$ cat src/rtl/icf_regs.svh
// register offsets, field positions, reset values for the interrupt control and flag block
// assumes inclusion by the top module and the property checker only
`ifndef ICF_REGS_SVH
`define ICF_REGS_SVH
// ****************************************
// register offsets (word index on the plain port)
// ****************************************
`define ICF_OFF_SR        4'h0
`define ICF_OFF_CORE      4'h1
`define ICF_OFF_CTL1      4'h2
`define ICF_OFF_CTL2      4'h3
`define ICF_OFF_FLG0      4'h4
`define ICF_OFF_FLG1      4'h5
`define ICF_OFF_FLG2      4'h6
`define ICF_OFF_EN0       4'h7
`define ICF_OFF_EN1       4'h8
`define ICF_OFF_EN2       4'h9
`define ICF_OFF_PRIO      4'ha
`define ICF_OFF_EVST      4'hb
`define ICF_OFF_EVCLR     4'hc
`define ICF_OFF_EVEN      4'hd
// ****************************************
// field positions
// ****************************************
`define ICF_SR_IPL_LO     5
`define ICF_CORE_EXT      3
`define ICF_CORE_RSVD     2
`define ICF_CTL1_NEST     15
`define ICF_CTL2_ALT      15
`define ICF_CTL2_DIS      14
// ****************************************
// implemented bit masks, reset values
// ****************************************
`define ICF_MASK_CTL1     16'h801e
`define ICF_MASK_CTL2     16'h801f
`define ICF_MASK_FLG0     16'h7fff
`define ICF_MASK_FLG1     16'hffdf
`define ICF_MASK_FLG2     16'h7ff3
`define ICF_RST_WORD      16'h0000
`define ICF_RST_IPL       3'h0
`define ICF_IPL_TOP       3'h7
`endif

$ cat src/rtl/icf_pkg.sv
// types shared by the interrupt control and flag block
// assumes icf_regs.svh holds all numbers
package icf_pkg;
  typedef struct packed {
    logic [3:0]  addr;
    logic [15:0] wdata;
    logic        wr;
    logic        rd;
  } icf_bus_type;
  typedef struct packed {
    logic [3:0] trap;
    logic       ext_hold;
    logic       timed_irq_disable_active_active;
  } icf_core_type;
  typedef enum logic [1:0] {
    ICF_IDLE = 2'b01,
    ICF_PEND = 2'b10
  } icf_state_type;
endpackage

$ cat src/rtl/icf_top.sv
// interrupt control, trap status and request flag registers
// assumes sources give one-cycle pulses, ext pins synchronous to mclk
//
// Summary of operation
// - extension bit reads 1 when cpu level is above 7, else 0
// - cpu level is extension bit above the three status priority bits
// - cpu control reserved bit 2 reads 1, unimplemented bits read 0
// - unimplemented bits in control and flag registers always read 0
// - four trap flags at bits 4..1 set on trap, reset to 0
// - control two bit 15 selects alternate vector table, resets 0
// - control two bit 14 read-only, follows timed disable activity
// - ext irq polarity bits 0..4: 1 negative edge, 0 positive edge
// - request flags read 1 after request, software writable, reset 0
// - flag register zero layout bits 0..14, bit 15 unused
// - flag register one layout, bit 5 unused
// - flag register two layout, bits 2,3,15 unused
// - flags set by sources, cleared only by software write
// - nesting disabled makes status priority bits read-only
// - status priority bits 111 block all user requests
//
// The address map and the address-and-strobe port were left to the implementer.
`timescale 1ns/100ps
`include "icf_regs.svh"
module icf_top #(
  parameter int NSRC = 48
) (
  // clock and reset
  input  wire logic                 mclk,
  input  wire logic                 sys_rst,
  // register port
  input  wire icf_pkg::icf_bus_type bus,
  output logic [15:0]               rdata,
  // cpu core side
  input  wire icf_pkg::icf_core_type core,
  output logic                      irq_req,
  output logic [3:0]                cpu_level,
  output logic                      alternate_table_select,
  output logic                      nesting_disable,
  output logic                      irq_out,
  // request sources
  input  wire logic [NSRC-1:0]      src_pulse,
  input  wire logic [4:0]           ext_pin
);
  import icf_pkg::*;

  // ****************************************
  // storage
  // ****************************************
  logic [2:0]        cpu_priority_bits_reg;
  logic              priority_extension_bit_reg;
  logic [15:0]       ctl1_reg;
  logic [15:0]       ctl2_reg;
  logic [15:0]       flg_reg [3];
  logic [15:0]       en_reg [3];
  logic [2:0]        prio_reg;
  logic [4:0]        ext_prev_reg;
  logic [2:0]        ev_st_reg;
  logic [2:0]        ev_en_reg;
  logic [15:0]       rdata_next;
  logic [15:0]       fmask [3];
  logic [15:0]       set_vec [3];
  logic [4:0]        ext_edge;
  logic [3:0]        level;
  logic              pend;
  logic [2:0]        ev_pulse;
  icf_state_type     state_reg;

  assign fmask[0] = `ICF_MASK_FLG0;
  assign fmask[1] = `ICF_MASK_FLG1;
  assign fmask[2] = `ICF_MASK_FLG2;
  assign level = {priority_extension_bit_reg, cpu_priority_bits_reg};

  // ****************************************
  // external edge detect
  // ****************************************
  always_ff @(posedge mclk or posedge sys_rst)
    if (sys_rst)
      ext_prev_reg <= 5'h00;
    else
      ext_prev_reg <= ext_pin;

  generate
    for (genvar i = 0; i < 5; i++)
    begin : g_edge
      assign ext_edge[i] = ctl2_reg[i] ? (ext_prev_reg[i] & ~ext_pin[i])
                                       : (~ext_prev_reg[i] & ext_pin[i]);
    end
  endgenerate

  // sources: index 0 ext0, 20 ext1, 29 ext2; rest from src_pulse by position
  always_comb
  begin
    set_vec[0] = src_pulse[15:0];
    set_vec[1] = src_pulse[31:16];
    set_vec[2] = src_pulse[47:32];
    set_vec[0][0] = ext_edge[0];
    set_vec[1][4] = ext_edge[1];
    set_vec[1][13] = ext_edge[2];
  end

  // ****************************************
  // cpu priority and control
  // ****************************************
  always_ff @(posedge mclk or posedge sys_rst)
    if (sys_rst)
      cpu_priority_bits_reg <= `ICF_RST_IPL;
    else if (bus.wr && bus.addr == `ICF_OFF_SR && !ctl1_reg[`ICF_CTL1_NEST])
      cpu_priority_bits_reg <= bus.wdata[`ICF_SR_IPL_LO+2:`ICF_SR_IPL_LO];

  always_ff @(posedge mclk or posedge sys_rst)
    if (sys_rst)
      priority_extension_bit_reg <= 1'b0;
    else
      priority_extension_bit_reg <= core.ext_hold;

  always_ff @(posedge mclk or posedge sys_rst)
    if (sys_rst)
      ctl1_reg <= `ICF_RST_WORD;
    else
    begin
      if (bus.wr && bus.addr == `ICF_OFF_CTL1)
        ctl1_reg <= bus.wdata & `ICF_MASK_CTL1;
      if (core.trap != 4'h0)
        ctl1_reg[4:1] <= ((bus.wr && bus.addr == `ICF_OFF_CTL1) ? bus.wdata[4:1] : ctl1_reg[4:1])
                         | core.trap;
    end

  always_ff @(posedge mclk or posedge sys_rst)
    if (sys_rst)
      ctl2_reg <= `ICF_RST_WORD;
    else
    begin
      if (bus.wr && bus.addr == `ICF_OFF_CTL2)
      begin
        ctl2_reg[`ICF_CTL2_ALT] <= bus.wdata[`ICF_CTL2_ALT];
        ctl2_reg[4:0] <= bus.wdata[4:0];
      end
      ctl2_reg[`ICF_CTL2_DIS] <= core.timed_irq_disable_active_active;
    end

  // ****************************************
  // request flags and enables
  // ****************************************
  generate
    for (genvar r = 0; r < 3; r++)
    begin : g_flag
      always_ff @(posedge mclk or posedge sys_rst)
        if (sys_rst)
          flg_reg[r] <= `ICF_RST_WORD;
        else if (bus.wr && bus.addr == 4'(`ICF_OFF_FLG0 + r))
          flg_reg[r] <= (bus.wdata | set_vec[r]) & fmask[r];
        else
          flg_reg[r] <= (flg_reg[r] | set_vec[r]) & fmask[r];

      always_ff @(posedge mclk or posedge sys_rst)
        if (sys_rst)
          en_reg[r] <= `ICF_RST_WORD;
        else if (bus.wr && bus.addr == 4'(`ICF_OFF_EN0 + r))
          en_reg[r] <= bus.wdata & fmask[r];
    end
  endgenerate

  always_ff @(posedge mclk or posedge sys_rst)
    if (sys_rst)
      prio_reg <= 3'h0;
    else if (bus.wr && bus.addr == `ICF_OFF_PRIO)
      prio_reg <= bus.wdata[2:0];

  // ****************************************
  // pending request
  // ****************************************
  assign pend = (|((flg_reg[0] & en_reg[0]) | (flg_reg[1] & en_reg[1]) | (flg_reg[2] & en_reg[2])))
                && cpu_priority_bits_reg != `ICF_IPL_TOP
                && {1'b0, prio_reg} > level;

  always_ff @(posedge mclk or posedge sys_rst)
    if (sys_rst)
      state_reg <= ICF_IDLE;
    else
      case (state_reg)
        ICF_IDLE: if (pend) state_reg <= ICF_PEND;
        ICF_PEND: if (!pend) state_reg <= ICF_IDLE;
        default:  state_reg <= ICF_IDLE;
      endcase

  always_ff @(posedge mclk or posedge sys_rst)
    if (sys_rst)
      irq_req <= 1'b0;
    else
      irq_req <= pend;

  // ****************************************
  // event status: trap, request rise, fall
  // ****************************************
  assign ev_pulse = {state_reg == ICF_PEND && !pend, state_reg == ICF_IDLE && pend, core.trap != 4'h0};

  always_ff @(posedge mclk or posedge sys_rst)
    if (sys_rst)
      ev_st_reg <= 3'h0;
    else if (bus.wr && bus.addr == `ICF_OFF_EVCLR)
      ev_st_reg <= (ev_st_reg & ~bus.wdata[2:0]) | ev_pulse;
    else
      ev_st_reg <= ev_st_reg | ev_pulse;

  always_ff @(posedge mclk or posedge sys_rst)
    if (sys_rst)
      ev_en_reg <= 3'h0;
    else if (bus.wr && bus.addr == `ICF_OFF_EVEN)
      ev_en_reg <= bus.wdata[2:0];

  always_ff @(posedge mclk or posedge sys_rst)
    if (sys_rst)
      irq_out <= 1'b0;
    else
      irq_out <= |(ev_st_reg & ev_en_reg);

  // ****************************************
  // outputs to core
  // ****************************************
  always_ff @(posedge mclk or posedge sys_rst)
    if (sys_rst)
    begin
      cpu_level <= 4'h0;
      alternate_table_select <= 1'b0;
      nesting_disable <= 1'b0;
    end
    else
    begin
      cpu_level <= level;
      alternate_table_select <= ctl2_reg[`ICF_CTL2_ALT];
      nesting_disable <= ctl1_reg[`ICF_CTL1_NEST];
    end

  // ****************************************
  // read decode
  // ****************************************
  always_comb
  begin
    rdata_next = 16'h0000;
    if (bus.addr == `ICF_OFF_SR)
      rdata_next[`ICF_SR_IPL_LO+2:`ICF_SR_IPL_LO] = cpu_priority_bits_reg;
    else if (bus.addr == `ICF_OFF_CORE)
    begin
      rdata_next[`ICF_CORE_EXT] = priority_extension_bit_reg;
      rdata_next[`ICF_CORE_RSVD] = 1'b1;
    end
    else if (bus.addr == `ICF_OFF_CTL1)
      rdata_next = ctl1_reg & `ICF_MASK_CTL1;
    else if (bus.addr == `ICF_OFF_CTL2)
      rdata_next = ctl2_reg & 16'hc01f;
    else if (bus.addr == `ICF_OFF_FLG0)
      rdata_next = flg_reg[0];
    else if (bus.addr == `ICF_OFF_FLG1)
      rdata_next = flg_reg[1];
    else if (bus.addr == `ICF_OFF_FLG2)
      rdata_next = flg_reg[2];
    else if (bus.addr == `ICF_OFF_EN0)
      rdata_next = en_reg[0];
    else if (bus.addr == `ICF_OFF_EN1)
      rdata_next = en_reg[1];
    else if (bus.addr == `ICF_OFF_EN2)
      rdata_next = en_reg[2];
    else if (bus.addr == `ICF_OFF_PRIO)
      rdata_next[2:0] = prio_reg;
    else if (bus.addr == `ICF_OFF_EVST)
      rdata_next[2:0] = ev_st_reg;
    else if (bus.addr == `ICF_OFF_EVEN)
      rdata_next[2:0] = ev_en_reg;
  end

  always_ff @(posedge mclk or posedge sys_rst)
    if (sys_rst)
      rdata <= 16'h0000;
    else if (bus.rd)
      rdata <= rdata_next;
    else
      rdata <= 16'h0000;
endmodule

$ cat config.mk
export PLATFORM = sky130hd
export DESIGN_NAME = icf_top
export DESIGN_NICKNAME = d
export VERILOG_FILES = /design/src/rtl/icf_pkg.sv /design/src/rtl/icf_top.sv
export VERILOG_INCLUDE_DIRS = /design/src /design/src/rtl
export SDC_FILE = /design/constraint.sdc
export NUM_CORES = 1
export LEC_CHECK = 0
export BUFFER_PORTS_ARGS = -buffer_cell sky130_fd_sc_hd__buf_4
export CAP_MARGIN = 10
export CORE_ASPECT_RATIO = 0.75
export CORE_UTILIZATION = 55
export CTS_CLUSTER_DIAMETER = 100
export DETAILED_ROUTE_END_ITERATION = 7
export GPL_ROUTABILITY_DRIVEN = 0
export PLACE_DENSITY = 0.77
export SYNTH_ARGS = -nofsm -noshare
export SYNTH_HDL_FRONTEND = slang
export SYNTH_SLANG_ARGS = --single-unit
$ cat constraint.sdc
create_clock -name mclk -period 4.1 [get_ports mclk]
set_input_delay 0 -clock mclk [delete_from_list [all_inputs] [get_ports mclk]]
set_output_delay 0 -clock mclk [all_outputs]
set_load 0.01 [all_outputs]
==> results of run 1 <==
## layer usage
metal  vias to the layer above  share of wire  track usage
met5                         -              0            0
met4                         0          0.041        0.184
met3                       108           0.13       0.0970
met2                       534           0.44        0.602
met1                      3380           0.39        0.524
li1                       2857              -            -
## power groups by stage
| stage | Sequential (W) | Clock [W] | Combinational, W |
|---|---|---|---|
| 6_report | 0.00179 | 0.00158 | 0.000755 |
| 5_1_grt | 0.00180 | 0.00164 | 0.000811 |
| 4_1_cts | 0.00177 | 0.00158 | 0.000732 |
| 3_5_place_dp | 0.00179 | 0 | 0.000664 |
| 3_3_place_gp | 0.00178 | 0 | 0.000642 |
| 2_1_floorplan | 0.00173 | 0 | 0.000452 |
## logic make-up (layout without fill, tap and decap cells)
family,after synthesis,after routing,share of synthesized area
other,0,1,0
muxes,69,69,0.117
adders and majority gates,3,3,0.00530
and+or+nand+nor,259,259,0.192
buffers and inverters,52,255,0.0376
AOI/OAI and AO/OA,155,155,0.154
DFF,140,140,0.495
## cells in the mapped netlist, drive strengths merged, types with 12 or more instances
cell | number | area share
a22o | 12 | 0.015
nor3 | 12 | 0.011
buf | 28 | 0.025
dfrtp | 139 | 0.49
nand3 | 12 | 0.0085
clkbuf | 13 | 0.0069
mux2 | 63 | 0.11
a22oi | 31 | 0.033
nor2 | 14 | 0.0074
o21ai | 25 | 0.018
nand3b | 42 | 0.044
nand2 | 125 | 0.067
nor2b | 12 | 0.011
a21oi | 26 | 0.018
## final cells by class
class	count	area [µm²]
sequential	140	3500
multi-input combinational	486	3320
fill	809	2890
timing repair buffer	212	1870
clock buffer	19	443
tap	166	208
clock inverter	13	155
inverter	11	46.3
antenna	1	2.50
## worst max-delay path: stages
cell and delay, ns:
buf_4 0.30, nor2b_1 0.37, buf_4 0.30, and3_1 0.82
nand2_1 0.19, nand3b_1 0.12, dlygate4sd3_1 0.55
## through the flow
stage          total power (W)  setup slack (ns)
2_1_floorplan          0.00218             0.349
3_3_place_gp           0.00243              1.78
3_5_place_dp           0.00246              1.75
4_1_cts                0.00408              1.95
5_1_grt                0.00426              1.76
6_report               0.00413              1.81
## path summary, 6_finish.rpt
| path | from | end | slack, ns |
|---|---|---|---|
| worst max-delay path | bus[20] | flg_reg[42] | 1.81 |
| worst min-delay path | bus[21] | rdata[3] | 0.02 |
| worst max register to register | en_reg[42] | ev_st_reg[1] | 2.04 |
| worst min register to register | priority_extension_bit_reg | cpu_level[3] | 0.42 |
| max in group asynchronous | sys_rst | state_reg[0] | 2.72 |
| min in group asynchronous | sys_rst | cpu_level[0] | 0.31 |
==> flow_summary.json, run 1 <==
{
  "rows": 35,
  "grt_overflow": 0,
  "drv_slew": 0,
  "p_sw_w": 0.00121,
  "start_util": 0.570,
  "die_x_um": 133,
  "first_pass_iters": 7,
  "ff2ff_path_depth": 5,
  "postSynthAreaPerCell_um2": 10.5,
  "switching_share": 0.294,
  "grt_pass1_vias": 6883,
  "combPwrFrac": 0.183,
  "ys_ff_latch": 140,
  "port_buffers": 96,
  "internal-power_w": 0.00292,
  "end_kind": "flop",
  "finalCritPeriodShare": 0.558,
  "cts_buffers": 17,
  "post_drt_wl_per_cell_um": 23.7,
  "drc": 0,
  "drive_gt1_frac": 0.232,
  "num_vias": 6879,
  "core_area_um2": 12400,
  "placed_area_um2": 7830,
  "yosysWarnings": 0,
  "dp_cells": 903,
  "htreeDepth": 4,
  "layout_common_cells": "139 x dfrtp_1, 124 x nand2_1, 112 x dlygate4sd3_1, 100 x buf_4, 47 x mux2_2",
  "rsz0062_at_grt": "false",
  "max_slew_margin": 0.302,
  "cts_tree": "done",
  "synth_cells": 678,
  "antenna_left": 0,
  "worstPathArrival_ns": 2.66,
  "period_minus_slack_ns": 2.29,
  "grt_antenna_before_repair": 0,
  "ys.flop_type": "dfrtp_1",
  "hold_depth": 3,
  "root_buffer": "clkbuf_16",
  "die-area_um2": 13300,
  "finalHoldViolCount": 0,
  "clkTransAtPathRegs_ns": 0.06,
  "synth-edff-count": 0,
  "holdBufCountCts": 112,
  "clk_path_buf_depth": 2,
  "numClockSinks": 140,
  "grt_pass1_wl_mm": 38.3,
  "postCtsSetupBuffers": 0,
  "track_usage": 0.391,
  "synth-async-reset-ratio": 1.00,
  "synth.net_count": 764,
  "required_ns": 4.47,
  "final_nets": 954,
  "dp_hpwl_mm": 15.1,
  "drv_cap": 0,
  "max_freq_ghz": 0.437,
  "clkPwrFrac": 0.383,
  "whs_ns": 0.0173,
  "total_leakage_power_nw": 4.08,
  "finalNonFillerCells": 1048,
  "utilization": 0.768,
  "syn_area_um2": 7090,
  "io_pins": 107,
  "yosys.cell_types.count": 64,
  "drt_iter0_drc": 1054,
  "path_max_fanout": 30,
  "final_common_cell": "dfrtp_1",
  "skew_ns": 0.00854,
  "setup_viol_count_final": 0,
  "ir_drop_v": 0.000318,
  "die_h_um": 100,
  "finalSetupTns_ns": 0,
  "cts_resized": 0,
  "crit_path_start_kind": "input port",
  "status": "completed",
  "p_per_area_nw_per_um2": 433,
  "synth-seq-area-share": 0.495,
  "pwr-share-seq": 0.434,
  "tightest_slew_ns": 1.04,
  "critPathKind": "input port to flop",
  "via_per_inst": 6.56,
  "clkLatencyLatePin_ns": 0.43,
  "grt_max_degree": 106,
  "hold_class": "input port to flop",
  "syn2layout_area_growth_pct": 34.7,
  "routed_wl_mm": 24.9,
  "final_area_um2": 9550
}
Note: power is estimated with default switching activity, not from simulation.
==> run 2: changes to the inputs <==
--- a/config.mk
+++ b/config.mk
@@ -9,7 +9,7 @@
 export BUFFER_PORTS_ARGS = -buffer_cell sky130_fd_sc_hd__buf_4
 export CAP_MARGIN = 10
 export CORE_ASPECT_RATIO = 0.75
-export CORE_UTILIZATION = 55
+export CORE_UTILIZATION = 52
 export CTS_CLUSTER_DIAMETER = 100
 export DETAILED_ROUTE_END_ITERATION = 7
 export GPL_ROUTABILITY_DRIVEN = 0
==> constraint.sdc (replaced) <==
create_clock -name mclk -period 1.9 [get_ports mclk]
set_input_delay 0 -clock mclk [delete_from_list [all_inputs] [get_ports mclk]]
set_output_delay 0 -clock mclk [all_outputs]
set_load 0.01 [all_outputs]
==> flow_summary.json, run 2 (same netlist as run 1, synthesis figures left out) <==
{
  "final_nets": 1029,
  "r2r_slack_ns": 0.005,
  "drv_cap": 0,
  "finalCritPeriodShare": 0.998,
  "cts_buffers": 17,
  "skew_ns": 0.0129,
  "rsz0062_at_grt": "false",
  "hold_depth": 3,
  "finalSetupTns_ns": 0,
  "violations": "DRC",
  "rows": 36,
  "grt_overflow": 0,
  "htreeDepth": 4,
  "grt_pass1_wl_mm": 43.3,
  "drt_iter0_drc": 1559,
  "path_max_fanout": 4,
  "finalHoldViolCount": 0,
  "crit_path_start_kind": "flop",
  "grt_antenna_before_repair": 0,
  "setup_viol_count_final": 0,
  "post_drt_wl_per_cell_um": 24.9,
  "die_h_um": 103,
  "period_minus_slack_ns": 1.90,
  "num_vias": 7463,
  "grt_pass1_vias": 7784,
  "worst_r2r_endpoint": "ev_st_reg[1]",
  "grt_max_degree": 43,
  "postCtsSetupBuffers": 0,
  "worstPathArrival_ns": 2.22,
  "finalWorstSetupSlack_ns": 0.00471,
  "ff2ff_path_depth": 5,
  "clkLatencyLatePin_ns": 0.44,
  "die-area_um2": 14100,
  "start_util": 0.539,
  "drive_gt1_frac": 0.303,
  "critPathKind": "flop to flop",
  "hp-start": "bus[1]",
  "port_buffers": 96,
  "syn2layout_area_growth_pct": 44.4,
  "layout_common_cells": "172 x buf_4, 139 x dfrtp_1, 124 x nand2_1, 110 x dlygate4sd3_1, 47 x mux2_2",
  "p_per_area_nw_per_um2": 911,
  "reg2reg_from": "en_reg[10]",
  "total_leakage_power_nw": 4.48,
  "root_buffer": "clkbuf_16",
  "drv_slew": 0,
  "cts_tree": "done",
  "antenna_left": 0,
  "core_area_um2": 13200,
  "first_pass_iters": 8,
  "max_slew_margin": 0.470,
  "hold_class": "input port to flop",
  "tightest_slew_ns": 0.793,
  "track_usage": 0.427,
  "numClockSinks": 140,
  "clk_path_buf_depth": 2,
  "final_common_cell": "buf_4",
  "num_antenna_cells": 0,
  "via_per_inst": 6.63,
  "io_pins": 107,
  "hold-path-endpoint": "en_reg[18]",
  "routed_wl_mm": 28.1,
  "fillCellCount": 812,
  "end_kind": "flop",
  "place_ws_ns": -0.109,
  "drc": 70,
  "required_ns": 2.22,
  "fin_total_pwr_w": 0.00932,
  "max_freq_ghz": 0.528,
  "ir_drop_v": 0.000711,
  "status": "finished, violations left",
  "dp_hpwl_mm": 18.3,
  "die_x_um": 137,
  "clkTransAtPathRegs_ns": 0.06
}
## run 2: cell types whose count changed in the layout (fill, tap and decap cells not counted), sizes merged
cell         before  now
clkinv            2    5
clkinvlp          3    2
inv              17   11
diode             1    0
clkbuf           19   21
buf             100  177
bufinv            2    3
dlygate4sd3     112  110
## run 2: worst max-delay path by stage
stage	from	endpoint	slack, ns	cells past startpoint
final	en_reg[10]	ev_st_reg[1]	0.005	5
after global routing	flg_reg[35]	ev_st_reg[1]	0.005	5
after CTS	en_reg[45]	ev_st_reg[1]	0.03	5
after detailed placement	flg_reg[10]	ev_st_reg[1]	-0.11	5
after global placement	flg_reg[10]	ev_st_reg[1]	-0.006	5
after floorplan	sys_rst	alternate_table_select	0.15	1
## run 2: what timing repair did
item,CTS,global route
pin swaps,1,2
setup endpoints to repair,3,4
hold endpoints to repair,145,0
hold buffers,110,0
resized for setup,4,5
## run 2: area by class of cell
type / count / area [µm²] / area share
repair buffers: 287 / 2490 / 0.244
well taps: 171 / 214 / 0.0209
clock buffers: 21 / 470 / 0.0460
clock inverters: 10 / 139 / 0.0136
flip-flops and latches: 140 / 3500 / 0.343
multi-input cells: 486 / 3360 / 0.329
inverters: 11 / 45.0 / 0.00440
## run 2: worst max-delay path, cell delays in order, from the launching register on
cell	delay, ns
dfrtp_1	0.39
a22o_1	0.27
a221oi_2	0.25
nand4_1	0.21
or3_4	0.41
a32o_1	0.26
## run 2: routing by layer
layer / routed length [µm] / up-vias / part of all wire / GRT usage
met3: 4310 / 201 / 0.15 / 0.175
met5: 0 / - / 0 / 0
met2: 12200 / 714 / 0.43 / 0.651
met4: 1560 / 0 / 0.056 / 0.225
li1: - / 3022 / - / -
met1: 10000 / 3526 / 0.36 / 0.524
## run 2: report_power, final
part / internal, W / leakage (nW) / switching [W]
registers: 0.00340 / 1.57 / 0.000407
logic: 0.00107 / 2.61 / 0.000940
clock network: 0.00216 / 0.299 / 0.00134
## run 2: stage by stage
step	area, µm²	util	hold WS, ns	cells
3_3_place_gp	8470	0.644	0.110	985
2_1_floorplan	7090	-	0.0314	678
4_1_cts	10200	0.776	0.0131	1126
3_5_place_dp	8470	0.644	0.118	985
6_report	10200	0.778	0.0275	1126
5_1_grt	10200	0.778	0.0262	1126
==> run 3: changes to the inputs <==
--- a/config.mk
+++ b/config.mk
@@ -8,12 +8,14 @@
 export LEC_CHECK = 0
 export BUFFER_PORTS_ARGS = -buffer_cell sky130_fd_sc_hd__buf_4
 export CAP_MARGIN = 10
+export CELL_PAD_IN_SITES_DETAIL_PLACEMENT = 0
+export CELL_PAD_IN_SITES_GLOBAL_PLACEMENT = 1
 export CORE_ASPECT_RATIO = 0.75
-export CORE_UTILIZATION = 52
+export CORE_UTILIZATION = 40
 export CTS_CLUSTER_DIAMETER = 100
 export DETAILED_ROUTE_END_ITERATION = 7
 export GPL_ROUTABILITY_DRIVEN = 0
-export PLACE_DENSITY = 0.77
+export PLACE_DENSITY_LB_ADDON = 0.1
 export SYNTH_ARGS = -nofsm -noshare
 export SYNTH_HDL_FRONTEND = slang
 export SYNTH_SLANG_ARGS = --single-unit
==> flow_summary.json, run 3 (same netlist as run 1, synthesis figures left out) <==
{
  "reg2reg_from": "en_reg[45]",
  "drv_slew": 0,
  "crit_path_start_kind": "flop",
  "die_h_um": 117,
  "root_buffer": "clkbuf_16",
  "p_per_area_nw_per_um2": 899,
  "hp-start": "bus[21]",
  "worst_r2r_endpoint": "ev_st_reg[1]",
  "antenna_left": 0,
  "dp_hpwl_mm": 20.1,
  "cts_tree": "done",
  "port_buffers": 96,
  "skew_ns": 0.00954,
  "required_ns": 2.22,
  "whs_ns": 0.0745,
  "clkLatencyLatePin_ns": 0.44,
  "die_x_um": 156,
  "hold-path-endpoint": "rdata[12]",
  "utilization": 0.615,
  "grt_overflow": 0,
  "grt_max_degree": 35,
  "finalCritPeriodShare": 1.02,
  "clkTransAtPathRegs_ns": 0.06,
  "num_antenna_cells": 0,
  "tightest_slew_ns": 0.671,
  "io_pins": 107,
  "r2r_slack_ns": -0.03,
  "grt_pass1_vias": 7107,
  "drt_iter0_drc": 1023,
  "hold_class": "input port to flop",
  "finalHoldViolCount": 0,
  "clk_path_buf_depth": 2,
  "layout_common_cells": "190 x buf_4, 138 x dfrtp_1, 124 x nand2_1, 111 x dlygate4sd3_1, 47 x mux2_2",
  "status": "finished, violations left",
  "grt_antenna_before_repair": 0,
  "end_kind": "flop",
  "postCtsSetupBuffers": 0,
  "hold_depth": 3,
  "violations": "setup timing",
  "dp_cells": 1069,
  "placed_area_um2": 8710,
  "ir_drop_v": 0.000577,
  "start_util": 0.415,
  "total_leakage_power_nw": 4.57,
  "finalWorstSetupSlack_ns": -0.0331,
  "period_minus_slack_ns": 1.93,
  "drive_gt1_frac": 0.320,
  "syn2layout_area_growth_pct": 48.3,
  "post_drt_wl_per_cell_um": 23.8,
  "critPathKind": "flop to flop",
  "track_usage": 0.331,
  "worstPathArrival_ns": 2.25,
  "cts_buffers": 17,
  "rows": 41,
  "final_nets": 1049,
  "first_pass_iters": 5,
  "max_freq_ghz": 0.517,
  "core_area_um2": 17100,
  "num_vias": 7053,
  "via_per_inst": 5.82,
  "grt_pass1_wl_mm": 43.1,
  "final_common_cell": "buf_4",
  "finalNonFillerCells": 1212,
  "htreeDepth": 4,
  "path_max_fanout": 4,
  "die-area_um2": 18300,
  "ff2ff_path_depth": 5,
  "finalSetupTns_ns": -0.0331,
  "routed_wl_mm": 28.8,
  "drv_cap": 0,
  "max_slew_margin": 0.551,
  "setup_viol_count_final": 1,
  "final_area_um2": 10500,
  "drc": 0,
  "numClockSinks": 140
}
[run 3: changes by cell type in the layout (fill, tap and decap cells not counted), sizes merged]
cell | before | now
buf | 177 | 196
clkbuf | 21 | 19
clkinv | 5 | 6
clkinvlp | 2 | 3
dlygate4sd3 | 110 | 111
inv | 11 | 12
[run 3: cell type report]
class                      instances  area (µm²)
fill                            1423        6580
tap                              236         295
multi-input combinational        486        3400
sequential                       140        3510
inverter                          11        45.0
timing repair buffer             307        2660
clock buffer                      19         443
clock inverter                    13         164
[run 3: critical path: stages (launching register included)]
cell	delay (ns)
dfrtp_1	0.38
a22o_1	0.28
a221oi_2	0.23
nand4_1	0.21
or3_4	0.45
a32o_1	0.26
[run 3: metal layers]
layer / part of all wire / GRT usage
met4: 0.031 / 0.123
met1: 0.43 / 0.451
met5: 0 / 0
met3: 0.12 / 0.119
met2: 0.42 / 0.483
[run 3: how the worst max path moves through the flow]
stage / to / from / depth (start not counted)
6_report: ev_st_reg[1] / en_reg[45] / 5
5_1_grt: ev_st_reg[1] / flg_reg[10] / 5
4_1_cts: ev_st_reg[2] / en_reg[41] / 5
3_5_place_dp: ev_st_reg[1] / flg_reg[20] / 5
3_3_place_gp: ev_st_reg[1] / en_reg[8] / 5
2_1_floorplan: alternate_table_select / sys_rst / 1
[run 3: per-stage QoR]
| stage | setup slack [ns] | power (W) |
|---|---|---|
| floorplan | 0.152 | 0.00470 |
| global placement | -0.0607 | 0.00569 |
| detailed placement | -0.0756 | 0.00574 |
| CTS | 0.00646 | 0.00936 |
| global route | -0.0758 | 0.00979 |
| finish | -0.0331 | 0.00945 |
[run 3: power by group]
group | internal, W | switching, W
Sequential | 0.00340 | 0.000381
Combinational | 0.00118 | 0.000993
Clock | 0.00210 | 0.00139
[run 3: timing repair]
action | 4_1_cts | 5_1_grt
hold buffers | 111 | 0
resized for setup | 3 | 11
setup endpoints to repair | 2 | 5
endpoints found under the hold margin | 141 | 0
pin swaps | 0 | 1
